--- config.mk ---
export PLATFORM = sky130hd
export DESIGN_NAME = asir_receiver
export DESIGN_NICKNAME = d
export VERILOG_FILES = /design/src/asir_pkg.sv /design/src/asir_fifo_mem.sv /design/src/asir_receiver.sv
export SDC_FILE = /design/constraint.sdc
export NUM_CORES = 2
export LEC_CHECK = 0
export ABC_CLOCK_PERIOD_IN_PS = 4810
export BUFFER_PORTS_ARGS = -buffer_cell sky130_fd_sc_hd__buf_2
export CAP_MARGIN = 20
export CORE_MARGIN = 3
export CORE_UTILIZATION = 32
export DETAILED_ROUTE_END_ITERATION = 12
export PLACE_DENSITY_LB_ADDON = 0.15
export SYNTH_ARGS = -nofsm -noshare
export SYNTH_HDL_FRONTEND = slang
export SYNTH_HIERARCHICAL = 1
export SYNTH_SLANG_ARGS = --single-unit
--- constraint.sdc ---
create_clock -name clk_sys -period 4.81 [get_ports clk_sys]
set_input_delay 0.481 -clock clk_sys [delete_from_list [all_inputs] [get_ports clk_sys]]
set_output_delay 0.481 -clock clk_sys [all_outputs]
set_load 0.1 [all_outputs]
--- src/asir_pkg.sv ---
package asir_pkg;

  // Register byte offsets
  localparam logic [7:0] OFF_SETUP   = 8'h00;
  localparam logic [7:0] OFF_IRQ_EN  = 8'h04;
  localparam logic [7:0] OFF_RAW     = 8'h08;
  localparam logic [7:0] OFF_MASKED  = 8'h0C;
  localparam logic [7:0] OFF_CLEAR   = 8'h10;
  localparam logic [7:0] OFF_DATA    = 8'h14;

  // Setup register layout and reset value
  localparam logic [11:0] SETUP_RESET = 12'h004;
  localparam int B_DMA_EN      = 11;
  localparam int B_MCLK_INV    = 10;
  localparam int B_CLK_SRC_HI  = 9;
  localparam int B_CLK_SRC_LO  = 8;
  localparam int B_DAT_SRC_HI  = 7;
  localparam int B_DAT_SRC_LO  = 6;
  localparam int B_PACKED      = 5;
  localparam int B_SCLK_IDLE   = 4;
  localparam int B_FIRST_VALID = 3;
  localparam int B_SCLK_EDGE   = 2;
  localparam int B_OSR_HI      = 1;
  localparam int B_OSR_LO      = 0;

  // Flag layout of raw, masked and clear registers
  localparam int F_NEXT     = 7;
  localparam int F_PUSH_ERR = 6;
  localparam int F_EMPTY    = 5;
  localparam int F_AEMPTY   = 4;
  localparam int F_HALF     = 3;
  localparam int F_AFULL    = 2;
  localparam int F_FULL     = 1;
  localparam int F_POP_ERR  = 0;

  // FIFO and sample geometry
  localparam int FIFO_AW  = 5;
  localparam int ENTRY_W  = 48;
  localparam int SAMPLE_W = 24;
  localparam logic [5:0] FIFO_DEPTH  = 6'h20;
  localparam logic [4:0] SAMPLE_BITS = 5'h18;
  localparam logic [4:0] SAMPLE_MSB  = 5'h17;
  localparam logic [4:0] LR_LAST     = 5'h1F;

  typedef enum logic [1:0] {CLK_OUT_UNIT, CLK_EXT_ADC, CLK_CONVERTER, CLK_OWN_GEN} asir_clk_src_t;
  typedef enum logic [1:0] {DAT_FRONT_END, DAT_EXT_ADC, DAT_CONVERTER, DAT_LOOPBACK} asir_dat_src_t;

  // Pins from outside the clock domain
  typedef struct packed {
    logic out_sclk;
    logic out_lrck;
    logic ext_sclk;
    logic ext_lrck;
    logic conv_sclk;
    logic conv_lrck;
    logic afe_sdata;
    logic ext_sdata;
    logic conv_sdata;
    logic output_loopback_data;
    logic mclk;
    logic bus_clk_on;
  } asir_pins_t;

  typedef struct packed {
    logic        psel;
    logic        penable;
    logic        pwrite;
    logic [7:0]  paddr;
    logic [31:0] pwdata;
  } asir_apb_req_t;

  typedef struct packed {
    logic [31:0] prdata;
    logic        pready;
    logic        pslverr;
  } asir_apb_rsp_t;

  // MCLK edges per half period of the generated SCLK
  function automatic logic [2:0] osr_half(input logic [1:0] osr);
    unique case (osr)
      2'h1:    osr_half = 3'h2;
      2'h2:    osr_half = 3'h4;
      default: osr_half = 3'h1;
    endcase
  endfunction

endpackage

--- src/asir_fifo_mem.sv ---
`timescale 1ns/10ps
module asir_fifo_mem
  import asir_pkg::*;
(
  input  wire logic                 clk_sys,
  input  wire logic                 wr_en,
  input  wire logic [FIFO_AW-1:0]   wr_addr,
  input  wire logic [ENTRY_W-1:0]   wr_data,
  input  wire logic [FIFO_AW-1:0]   rd_addr,
  output logic      [ENTRY_W-1:0]   rd_data
);
  import asir_pkg::*;

  typedef struct packed {
    logic [31:0][ENTRY_W-1:0] cells;
    logic [ENTRY_W-1:0]       rd_data;
  } asir_mem_t;

  asir_mem_t st;
  asir_mem_t next_st;

  // Write bypass keeps the read word equal to the cell after this edge
  always_comb begin
    next_st = st;
    if (wr_en) begin
      next_st.cells[wr_addr] = wr_data;
    end
    next_st.rd_data = next_st.cells[rd_addr];
  end

  // Sample storage needs no reset
  always_ff @(posedge clk_sys) begin
    st <= next_st;
  end

  assign rd_data = st.rd_data;

endmodule

--- src/asir_receiver.sv ---
// Summary of operation
// - Setup bit 11 enables the DMA request while the FIFO holds data.
// - Setup bit 10 picks the MCLK edge that moves the generated SCLK.
// - Setup bits 9:8 route SCLK and LRCK from one of four sources.
// - Setup bits 7:6 route serial data from one of four sources.
// - Setup bit 5 selects two reads per entry or one packed read.
// - Setup bit 4 set stops the receive bit clock.
// - Setup bit 3 set captures the first bit after LRCK change as MSB.
// - Setup bit 2 picks capture edge, positive when set; resets to one.
// - Setup bits 1:0 set oversampling 128x, 256x, 512x, 128x.
// - Enable bits gate flags onto the interrupt; bit 7 never interrupts.
// - Raw flags: push error, empty, almost empty, half, almost full, full, pop error.
// - Push and pop error pulses are latched until software clears them.
// - Masked flags read back as raw flags AND enable bits.
// - Clear bits 6 and 0 drop the latched errors; level flags unaffected.
// - Data register gives packed word, or alternates left and right with next flag.
// - The bit clock stop is resynchronised to SCLK before gating it.
// - No interrupt while the bus clock is off.
// - Data source three fills the FIFO from the output unit loopback.
// - Unpacked mode splits each 48 bit entry, left first then right.
// - FIFO holds 32 entries of 48 bits, both channels in one entry.
// - Samples are 24 bits, short words zero filled in low bits.
// - Setup register is 12 bits, read and write, reset 0x04.
`timescale 1ns/10ps
module asir_receiver
  import asir_pkg::*;
#(
  parameter logic [5:0] ALMOST_EMPTY_LVL = 6'h04,
  parameter logic [5:0] HALF_FULL_LVL    = 6'h10,
  parameter logic [5:0] ALMOST_FULL_LVL  = 6'h1C
)
(
  input  wire logic            clk_sys,
  input  wire logic            reset_n,
  input  wire asir_pkg::asir_apb_req_t apb_req,
  output asir_pkg::asir_apb_rsp_t      apb_rsp,
  input  wire asir_pkg::asir_pins_t    pins,
  output logic                 irq,
  output logic                 dma_req,
  output logic                 gen_sclk,
  output logic                 gen_lrck
);
  import asir_pkg::*;

  typedef struct packed {
    asir_pins_t            sync1;
    asir_pins_t            sync2;
    logic                  mclk_prev;
    logic [2:0]            div_cnt;
    logic                  gen_sclk;
    logic                  gen_lrck;
    logic [4:0]            lr_cnt;
    logic                  sclk_run;
    logic                  sclk_prev;
    logic                  lrck_prev;
    logic [4:0]            bit_cnt;
    logic [SAMPLE_W-1:0]   shift;
    logic [SAMPLE_W-1:0]   left_hold;
    logic                  have_left;
    logic [11:0]           ctl;
    logic [7:0]            mask;
    logic                  push_err;
    logic                  pop_err;
    logic                  next_ch;
    logic [FIFO_AW-1:0]    wr_ptr;
    logic [FIFO_AW-1:0]    rd_ptr;
    logic [5:0]            count;
    logic [31:0]           prdata;
    logic                  pslverr;
    logic                  irq;
    logic                  dma_req;
  } asir_state_t;

  asir_state_t          st;
  asir_state_t          next_st;
  logic                 sel_sclk;
  logic                 sel_lrck;
  logic                 sel_data;
  logic                 gated_sclk;
  logic                 cap_edge;
  logic                 mclk_edge;
  logic                 push_req;
  logic                 push_ok;
  logic                 pop_ok;
  logic                 push_err_p;
  logic                 pop_err_p;
  logic                 data_rd;
  logic [ENTRY_W-1:0]   push_word;
  logic [ENTRY_W-1:0]   rd_entry;
  logic [7:0]           raw_flags;
  logic                 wr_acc;
  logic                 setup_rd;

  ////////////////////////////////////////////////////////////////////////////
  // Helpers

  function automatic logic is_mapped(input logic [7:0] a);
    is_mapped = (a == OFF_SETUP) || (a == OFF_IRQ_EN) || (a == OFF_RAW) ||
                (a == OFF_MASKED) || (a == OFF_CLEAR) || (a == OFF_DATA);
  endfunction

  // Packed keeps the top 14 bits of each channel; unpacked gives one 24-bit word
  function automatic logic [31:0] fmt_data(input logic [ENTRY_W-1:0] e, input logic packed_mode,
                                           input logic right);
    if (packed_mode) begin
      fmt_data = {e[47:34], 2'h0, e[23:10], 2'h0};
    end else if (right) begin
      fmt_data = {8'h00, e[SAMPLE_W-1:0]};
    end else begin
      fmt_data = {8'h00, e[ENTRY_W-1:SAMPLE_W]};
    end
  endfunction

  ////////////////////////////////////////////////////////////////////////////
  // Source routing, after the pin synchronisers

  always_comb begin
    unique case (asir_clk_src_t'(st.ctl[B_CLK_SRC_HI:B_CLK_SRC_LO]))
      CLK_OUT_UNIT:  begin sel_sclk = st.sync2.out_sclk;  sel_lrck = st.sync2.out_lrck;  end
      CLK_EXT_ADC:   begin sel_sclk = st.sync2.ext_sclk;  sel_lrck = st.sync2.ext_lrck;  end
      CLK_CONVERTER: begin sel_sclk = st.sync2.conv_sclk; sel_lrck = st.sync2.conv_lrck; end
      CLK_OWN_GEN:   begin sel_sclk = st.gen_sclk;        sel_lrck = st.gen_lrck;        end
    endcase
    unique case (asir_dat_src_t'(st.ctl[B_DAT_SRC_HI:B_DAT_SRC_LO]))
      DAT_FRONT_END: sel_data = st.sync2.afe_sdata;
      DAT_EXT_ADC:   sel_data = st.sync2.ext_sdata;
      DAT_CONVERTER: sel_data = st.sync2.conv_sdata;
      DAT_LOOPBACK:  sel_data = st.sync2.output_loopback_data;
    endcase
  end

  // The gate only changes while SCLK is low, so the gated clock never slivers
  assign gated_sclk = sel_sclk & st.sclk_run;
  assign cap_edge   = st.ctl[B_SCLK_EDGE] ? (gated_sclk & ~st.sclk_prev)
                                          : (~gated_sclk & st.sclk_prev);
  assign mclk_edge  = st.ctl[B_MCLK_INV] ? (st.sync2.mclk & ~st.mclk_prev)
                                         : (~st.sync2.mclk & st.mclk_prev);

  // Bus phases
  assign wr_acc   = apb_req.psel & apb_req.penable & apb_req.pwrite;
  assign data_rd  = apb_req.psel & apb_req.penable & ~apb_req.pwrite & (apb_req.paddr == OFF_DATA);
  assign setup_rd = apb_req.psel & ~apb_req.penable & ~apb_req.pwrite;

  // Live FIFO flags plus latched errors
  always_comb begin
    raw_flags             = 8'h00;
    raw_flags[F_NEXT]     = st.next_ch;
    raw_flags[F_PUSH_ERR] = st.push_err;
    raw_flags[F_EMPTY]    = (st.count == 6'h00);
    raw_flags[F_AEMPTY]   = (st.count <= ALMOST_EMPTY_LVL);
    raw_flags[F_HALF]     = (st.count >= HALF_FULL_LVL);
    raw_flags[F_AFULL]    = (st.count >= ALMOST_FULL_LVL);
    raw_flags[F_FULL]     = (st.count == FIFO_DEPTH);
    raw_flags[F_POP_ERR]  = st.pop_err;
  end

  ////////////////////////////////////////////////////////////////////////////
  // Next state

  always_comb begin
    next_st    = st;
    push_req   = 1'b0;
    push_ok    = 1'b0;
    pop_ok     = 1'b0;
    push_err_p = 1'b0;
    pop_err_p  = 1'b0;
    push_word  = {st.left_hold, st.shift};
    next_st.sync1 = pins;
    next_st.sync2 = st.sync1;

    // Internal SCLK and LRCK from MCLK; half period of osr/128 MCLK edges
    next_st.mclk_prev = st.sync2.mclk;
    if (mclk_edge) begin
      if (st.div_cnt >= osr_half(st.ctl[B_OSR_HI:B_OSR_LO]) - 3'h1) begin
        next_st.div_cnt  = 3'h0;
        next_st.gen_sclk = ~st.gen_sclk;
        if (st.gen_sclk) begin
          next_st.lr_cnt = st.lr_cnt + 5'h01;
          if (st.lr_cnt == LR_LAST) begin
            next_st.gen_lrck = ~st.gen_lrck;
          end
        end
      end else begin
        next_st.div_cnt = st.div_cnt + 3'h1;
      end
    end

    // Bit clock stop takes effect only in the SCLK low phase
    if (!sel_sclk) begin
      next_st.sclk_run = ~st.ctl[B_SCLK_IDLE];
    end
    next_st.sclk_prev = gated_sclk;

    // Serial capture, MSB first, short words leave low bits at zero
    if (cap_edge) begin
      if (sel_lrck != st.lrck_prev) begin
        next_st.lrck_prev = sel_lrck;
        if (!st.lrck_prev) begin
          next_st.left_hold = st.shift;
          next_st.have_left = 1'b1;
        end else if (st.have_left) begin
          push_req          = 1'b1;
          next_st.have_left = 1'b0;
        end
        next_st.shift = '0;
        if (st.ctl[B_FIRST_VALID]) begin
          next_st.shift[SAMPLE_MSB] = sel_data;
          next_st.bit_cnt           = 5'h01;
        end else begin
          next_st.bit_cnt = 5'h00;
        end
      end else if (st.bit_cnt < SAMPLE_BITS) begin
        next_st.shift[SAMPLE_MSB - st.bit_cnt] = sel_data;
        next_st.bit_cnt                        = st.bit_cnt + 5'h01;
      end
    end

    // Push side
    if (push_req) begin
      if (st.count == FIFO_DEPTH) begin
        push_err_p = 1'b1;
      end else begin
        push_ok        = 1'b1;
        next_st.wr_ptr = st.wr_ptr + 5'h01;
      end
    end

    // Pop side: unpacked reads pop only after the right channel
    if (data_rd) begin
      if (st.count == 6'h00) begin
        pop_err_p = 1'b1;
      end else if (st.ctl[B_PACKED] || st.next_ch) begin
        pop_ok          = 1'b1;
        next_st.next_ch = 1'b0;
        next_st.rd_ptr  = st.rd_ptr + 5'h01;
      end else begin
        next_st.next_ch = 1'b1;
      end
    end
    next_st.count = st.count + {5'h00, push_ok} - {5'h00, pop_ok};

    // Register writes
    if (wr_acc) begin
      unique case (apb_req.paddr)
        OFF_SETUP:  next_st.ctl  = apb_req.pwdata[11:0];
        OFF_IRQ_EN: next_st.mask = apb_req.pwdata[7:0];
        default:    next_st.ctl  = st.ctl;
      endcase
    end

    // Error latches: a new pulse beats a clear in the same cycle
    next_st.push_err = push_err_p | (st.push_err &
                       ~(wr_acc && apb_req.paddr == OFF_CLEAR && apb_req.pwdata[F_PUSH_ERR]));
    next_st.pop_err  = pop_err_p | (st.pop_err &
                       ~(wr_acc && apb_req.paddr == OFF_CLEAR && apb_req.pwdata[F_POP_ERR]));

    // Read data is taken in the setup phase and held through access
    if (setup_rd) begin
      unique case (apb_req.paddr)
        OFF_SETUP:  next_st.prdata = {20'h0_0000, st.ctl};
        OFF_IRQ_EN: next_st.prdata = {24'h00_0000, st.mask};
        OFF_RAW:    next_st.prdata = {24'h00_0000, raw_flags};
        OFF_MASKED: next_st.prdata = {24'h00_0000, raw_flags & st.mask};
        OFF_DATA:   next_st.prdata = (st.count == 6'h00) ? 32'h0000_0000
                                     : fmt_data(rd_entry, st.ctl[B_PACKED], st.next_ch);
        default:    next_st.prdata = 32'h0000_0000;
      endcase
    end
    // Error status is taken in every setup phase, so a write never shows a stale read error
    if (apb_req.psel && !apb_req.penable) begin
      next_st.pslverr = ~is_mapped(apb_req.paddr);
    end

    // Interrupt held low while the bus clock is reported off
    next_st.irq = st.sync2.bus_clk_on &
                  (|(raw_flags[F_PUSH_ERR:F_POP_ERR] & st.mask[F_PUSH_ERR:F_POP_ERR]));
    next_st.dma_req = next_st.ctl[B_DMA_EN] & (next_st.count != 6'h00);
  end

  ////////////////////////////////////////////////////////////////////////////
  // State register

  always_ff @(posedge clk_sys or negedge reset_n) begin
    if (!reset_n) begin
      st     <= '0;
      st.ctl <= SETUP_RESET;
      st.lrck_prev <= 1'b1; // Start in the right channel so a lone first right word is dropped
    end else begin
      st <= next_st;
    end
  end

  // Entry storage
  asir_fifo_mem u_mem (
    .clk_sys (clk_sys),
    .wr_en   (push_ok),
    .wr_addr (st.wr_ptr),
    .wr_data (push_word),
    .rd_addr (next_st.rd_ptr),
    .rd_data (rd_entry)
  );

  assign apb_rsp.prdata  = st.prdata;
  assign apb_rsp.pready  = 1'b1;
  assign apb_rsp.pslverr = st.pslverr & apb_req.psel & apb_req.penable;
  assign irq             = st.irq;
  assign dma_req         = st.dma_req;
  assign gen_sclk        = st.gen_sclk;
  assign gen_lrck        = st.gen_lrck;
endmodule

# --- Yosys cells after proc, flatten, opt, wreduce, memory -nomap -nowiden ---
# Cells that the tools add are included.
# Widths: inputs -> output; s select.
word_totals:
  in_bits: 57
  ff_bits: 1750
  output_inout_bits: 38
classes:
  bitwise_logic: 36
  n_addsub: 9
  eq_ne: 16
  reduce_logical: 30
  n_mux: 46
  order_cmp: 10
op_table:
  columns: ["op", "n"]
  rows:
  - ["$bwmux 1536", 1]
  - ["$mux 1536", 1]
  - ["$bmux 48 s5", 1]
  - ["$demux 48 s5", 1]
  - ["$pmux 32 s5", 1]
  - ["$mux 48", 2]
  - ["$mux 32", 2]
  - ["$mux 29", 2]
  - ["$bwmux 24", 1]
  - ["$mux 24", 1]
  - ["$add 5x1->5 const B", 4]
  - ["$mux 1", 20]
  - ["$mux 20", 1]
  - ["$lt 5x6->1 const B", 3]
  - ["$and 1x1->1", 17]
  - ["$eq 8x4->1 const B", 2]
  - ["$eq 8x5->1 const B", 2]
  - ["$mux 5", 3]
  - ["$not 1->1", 15]
  - ["$reduce_and 2->1", 7]
  - ["$ge 6x5->1 const B", 2]
  - ["$mux 12", 1]
  - ["$pmux 1 s4", 3]
  - ["$eq 2x2->1 const B", 5]
  - ["32 further kinds", 49]

# --- Logic depth before layout (Yosys ltp) ---
logic_depth:
  ltp_word: 12
  ltp_mapped: 18

# --- Hierarchy ---
# The synthesis kept the hierarchy.
modules_own_cells:
  columns: ["module", "area_per_inst_um2", "n_inst", "cells_per_inst"]
  rows:
  - ["asir_fifo_mem", 69043.7, 1, 6756]
  - ["asir_receiver", 8039.0, 1, 753]

# --- Worst setup path before layout ---
# No wires, ideal clock.
synth_path:
  kind: "register to register"
  from: "register st[37] (netlist name)"
  to: "register u_mem.st, in the netlist u_mem/rd_data[14]"
  setup_time_ns: 0.132
  synth_period_minus_slack_ns: 4.161
  setup_slack_ns: 0.649
  stages_incl_launch_ff: 17
  arrival_ns: 4.028
  cell_sequence: "dfrtp_1 > inv_1 > ha_1 > nand4bb_1 > nand3_1 > nor4_1 > mux2_2 > buf_2 > xor2_2 > buf_2 > o311a_4 > buf_2 > o221a_2 > a2111oi_0 > nand4_1 > a221oi_2 > o211ai_1"
synth_lines:
  columns: ["item", "line", "rtl"]
  rows:
  - ["to (signal assigned)", "asir_fifo_mem.sv:33", "st <= next_st;"]
  - ["to (decl)", "asir_fifo_mem.sv:19", "asir_mem_t st;"]

==> out/results.txt <==
RR Endpoint - u_mem/rd_data[1]
Reg clk slew, reported paths - 0.06 ns
dominant synthesized flop cell - sky130_fd_sc_hd__dfxtp_1
final worst-path cycle share - 0.962
Util after Layout - 0.375
number of vias per cell - 6.02
class of the most critical setup path - flip-flop to flip-flop
starting density of the core - 0.323
max-slew violation count - 0
total negative setup slack - 0 ns
leading cell types by total area after synthesis - sky130_fd_sc_hd__dfxtp_1 (41%), sky130_fd_sc_hd__mux2_2 (19%), sky130_fd_sc_hd__dfrtp_1 (5.3%), sky130_fd_sc_hd__o221ai_1 (4.6%), sky130_fd_sc_hd__o21ai_0 (3.5%)
Post-Synthesis Cells - 7,509
drt first-iter violations - 6,758
Register-to-Register Setup Slack - 0.18 ns
post-route minimum period - 4.63 ns
overall overflow remaining after global route - 0
sort of element at the end of the critical path - flip-flop
Seq/Total Area, Yosys - 0.465
relative area change from synthesis to final layout - 16.2%
final layout net count - 7,421
antenna viol nets, final - 0
leakage power total - 34.5 nW
area of the die - 247,000 um2
clock buffers created by TritonCTS - 192
number of primary I/O pins - 95
Yosys warning total - 6
count of flip-flops with a built-in enable after synthesis - 0
min setup slack post-route - 0.182 ns
clock root buffer - sky130_fd_sc_hd__clkbuf_16
synthesized area per cell - 10.3 um2
Final Hold Slack - 0.0795 ns
overall die height - 497 um
worst clock skew on the final layout - 0.0392 ns
startpoint type of the worst setup path - flip-flop
largest net degree at the start of global routing - 97
clock tree from TritonCTS - yes
FFs w/ async S/R, synth - 0.0949
Overall Global Routing Usage - 0.264
number of filler instances in the final layout - 23,700
count of placed standard cells in the final layout, fillers left out - 10,700
Post-Synthesis Net Count - 7,593
initial antenna violation count - 9
total of flip-flops plus latches after synthesis - 1,750
worst setup path end - u_mem/rd_data[1]
vias - 64,100
total power density per cell area - 354 nW/um2
Wirelength per Cell - 32.0 um
max-cap violation count - 0
worst-path fanout max - 12
floorplan core area - 239,000 um2
number of cells on the worst reg-to-reg path - 15
unrepaired setup endpoints after global routing - false
data required time at the worst endpoint - 5.55 ns
worst skew pair latency - 0.86 ns
GPL Wtd Cong - 0.879
area of all placed cells without fillers - 89,500 um2
portion of total power attributed to combinational logic - 0.048
Cell Int Power - 24.1 mW
maximum achievable frequency - 216 MHz
worst slack after detailed placement - -0.0755 ns
number of standard-cell rows in the floorplan - 179
worst-margin pin slew - 1.29 ns
Hold Crit Class - input pin to flip-flop
number of hold violations in the final report - 0
CP Launch Point - st[71]
most frequent cells in the layout - sky130_fd_sc_hd__dfxtp_1 (1,584), sky130_fd_sc_hd__mux2_2 (1,324), sky130_fd_sc_hd__o21ai_0 (523)
via count of the first global-routing pass - 61,600
worst-case vdd ir drop - 0.000305 V
layout cells sized above 1 - 0.313
cell taking the most area after synthesis - sky130_fd_sc_hd__dfxtp_1
total number of clock tree sinks - 1,750
Clk network pwr share - 0.481
post-place instance area - 82,700 um2
number of buffers on the longest clock path - 3
outcome - finished clean
overall power consumption - 31.7 mW
Die Wd - 497 um
count of buffers inserted at the top-level ports - 73
Max-Slew Margin vs Limit - 0.114
commonest non-fill, non-tap cell in the layout - sky130_fd_sc_hd__dfxtp_1
Arr. time, crit path - 5.37 ns
sequential power share - 0.471
share of the synthesized area in the top cell type - 0.411
DRC violations left - 0
FF-to-FF Start - st[71]
first-pass detailed-route iteration total - 9
Post-Route WL - 341,000 um
power spent charging and discharging nets - 7.62 mW
CTS H-Tree Depth - 4
Detailed Place HPWL - 218,000 um
start point of the worst min-delay path - apb_req[35]
share of total power consumed by net switching - 0.241
Setup Viol. Count Final - 0
Post-Synthesis Cell Area - 77,100 um2
first-pass GRT wire length - 474,000 um
Synth cell types - 96
Placed Cells incl. Taps - 10,300
==> critical path, stage by stage, from the launching register on <==
cell and delay (ns):
sky130_fd_sc_hd__dfrtp_1 0.52, sky130_fd_sc_hd__mux4_2 0.64, sky130_fd_sc_hd__nand3_1 0.26, sky130_fd_sc_hd__a21oi_2 0.12, sky130_fd_sc_hd__buf_12 0.16, sky130_fd_sc_hd__buf_4 0.17
sky130_fd_sc_hd__nand4b_2 0.10, sky130_fd_sc_hd__buf_4 0.27, sky130_fd_sc_hd__buf_4 0.32, sky130_fd_sc_hd__nor2_4 0.09, sky130_fd_sc_hd__buf_4 0.18, sky130_fd_sc_hd__o311ai_0 0.46
sky130_fd_sc_hd__o21ai_1 0.22, sky130_fd_sc_hd__a211oi_1 0.45, sky130_fd_sc_hd__o211ai_1 0.21, sky130_fd_sc_hd__a211o_1 0.32
==> final cells by class <==
| type | count | area [um2] | area share |
|---|---|---|---|
| Antenna cell | 6 | 15.0 | 0.000168 |
| Clock buffer | 301 | 5840 | 0.0652 |
| Clock inverter | 46 | 618 | 0.00690 |
| Inverter | 60 | 230 | 0.00257 |
| Multi-Input combinational cell | 4805 | 37900 | 0.424 |
| Sequential cell | 1750 | 35900 | 0.401 |
| Tap cell | 3167 | 3960 | 0.0443 |
| Timing Repair Buffer | 528 | 5070 | 0.0566 |
==> synthesized netlist by cell type, types with 91 or more instances <==
library cell                  n
sky130_fd_sc_hd__clkbuf_1   590
sky130_fd_sc_hd__o22ai_1    342
sky130_fd_sc_hd__nor3_1      95
sky130_fd_sc_hd__nand2_1    467
sky130_fd_sc_hd__a21oi_1    180
sky130_fd_sc_hd__dfxtp_1   1584
sky130_fd_sc_hd__nor2_1     271
sky130_fd_sc_hd__mux2_2    1325
sky130_fd_sc_hd__o221ai_1   405
sky130_fd_sc_hd__buf_4       91
sky130_fd_sc_hd__buf_1      112
sky130_fd_sc_hd__o21ai_0    533
sky130_fd_sc_hd__dfrtp_1    164
==> routing by layer <==
metal | routed length [um] | track usage
met5 | 190 | 0.00540
met2 | 150000 | 0.409
met4 | 15000 | 0.110
met1 | 150000 | 0.358
met3 | 26100 | 0.0524
==> power by group through the flow <==
| stage | combinational [mW] | clock (mW) | sequential (mW) |
|---|---|---|---|
| after floorplan | 0.981 | 0 | 15.1 |
| after global placement | 1.46 | 0 | 15.2 |
| after detailed placement | 1.46 | 0 | 15.2 |
| after CTS | 1.49 | 15.5 | 14.9 |
| after global routing | 1.62 | 16.1 | 14.9 |
| final | 1.51 | 15.2 | 14.9 |
==> cells by family after synthesis <==
group | after synthesis | share of synthesized area
DFF | 1750 | 0.465
xor gates and xnor gates | 21 | 0.00248
other | 1 | 0.0000486
muxes | 1371 | 0.200
AOI/OAI and AO/OA | 2175 | 0.199
buffers and inverters | 954 | 0.0534
adders and majority gates | 27 | 0.00448
and+or+nand+nor | 1210 | 0.0749
==> sequential cells by signal, summed over array words and instances, names as in the netlist <==
signal / flops
apb_rsp: 32
dma_req: 1
gen_lrck: 1
gen_sclk: 1
irq: 1
next_st: 13
push_word: 48
raw_flags: 3
st: 66
u_mem/rd_data: 48
u_mem/st: 1536
==> worst min-delay path by stage <==
stage | endpoint | cells after the start
CTS | raw_flags[0] | 3
detailed placement | st[151] | 0
global route | raw_flags[0] | 3
finish | st[2] | 3
global placement | st[149] | 0
floorplan | apb_rsp[10] | 0
==> what timing repair did <==
item | CTS | global route
hold endpoints to repair | 119 | 0
pin swaps | 0 | 5
setup endpoints to repair | 2 | 39
hold buffers | 28 | 0
resized for setup | 2 | 8
buffers inserted | 0 | 9
No activity file was read; power rests on OpenSTA's default activity.
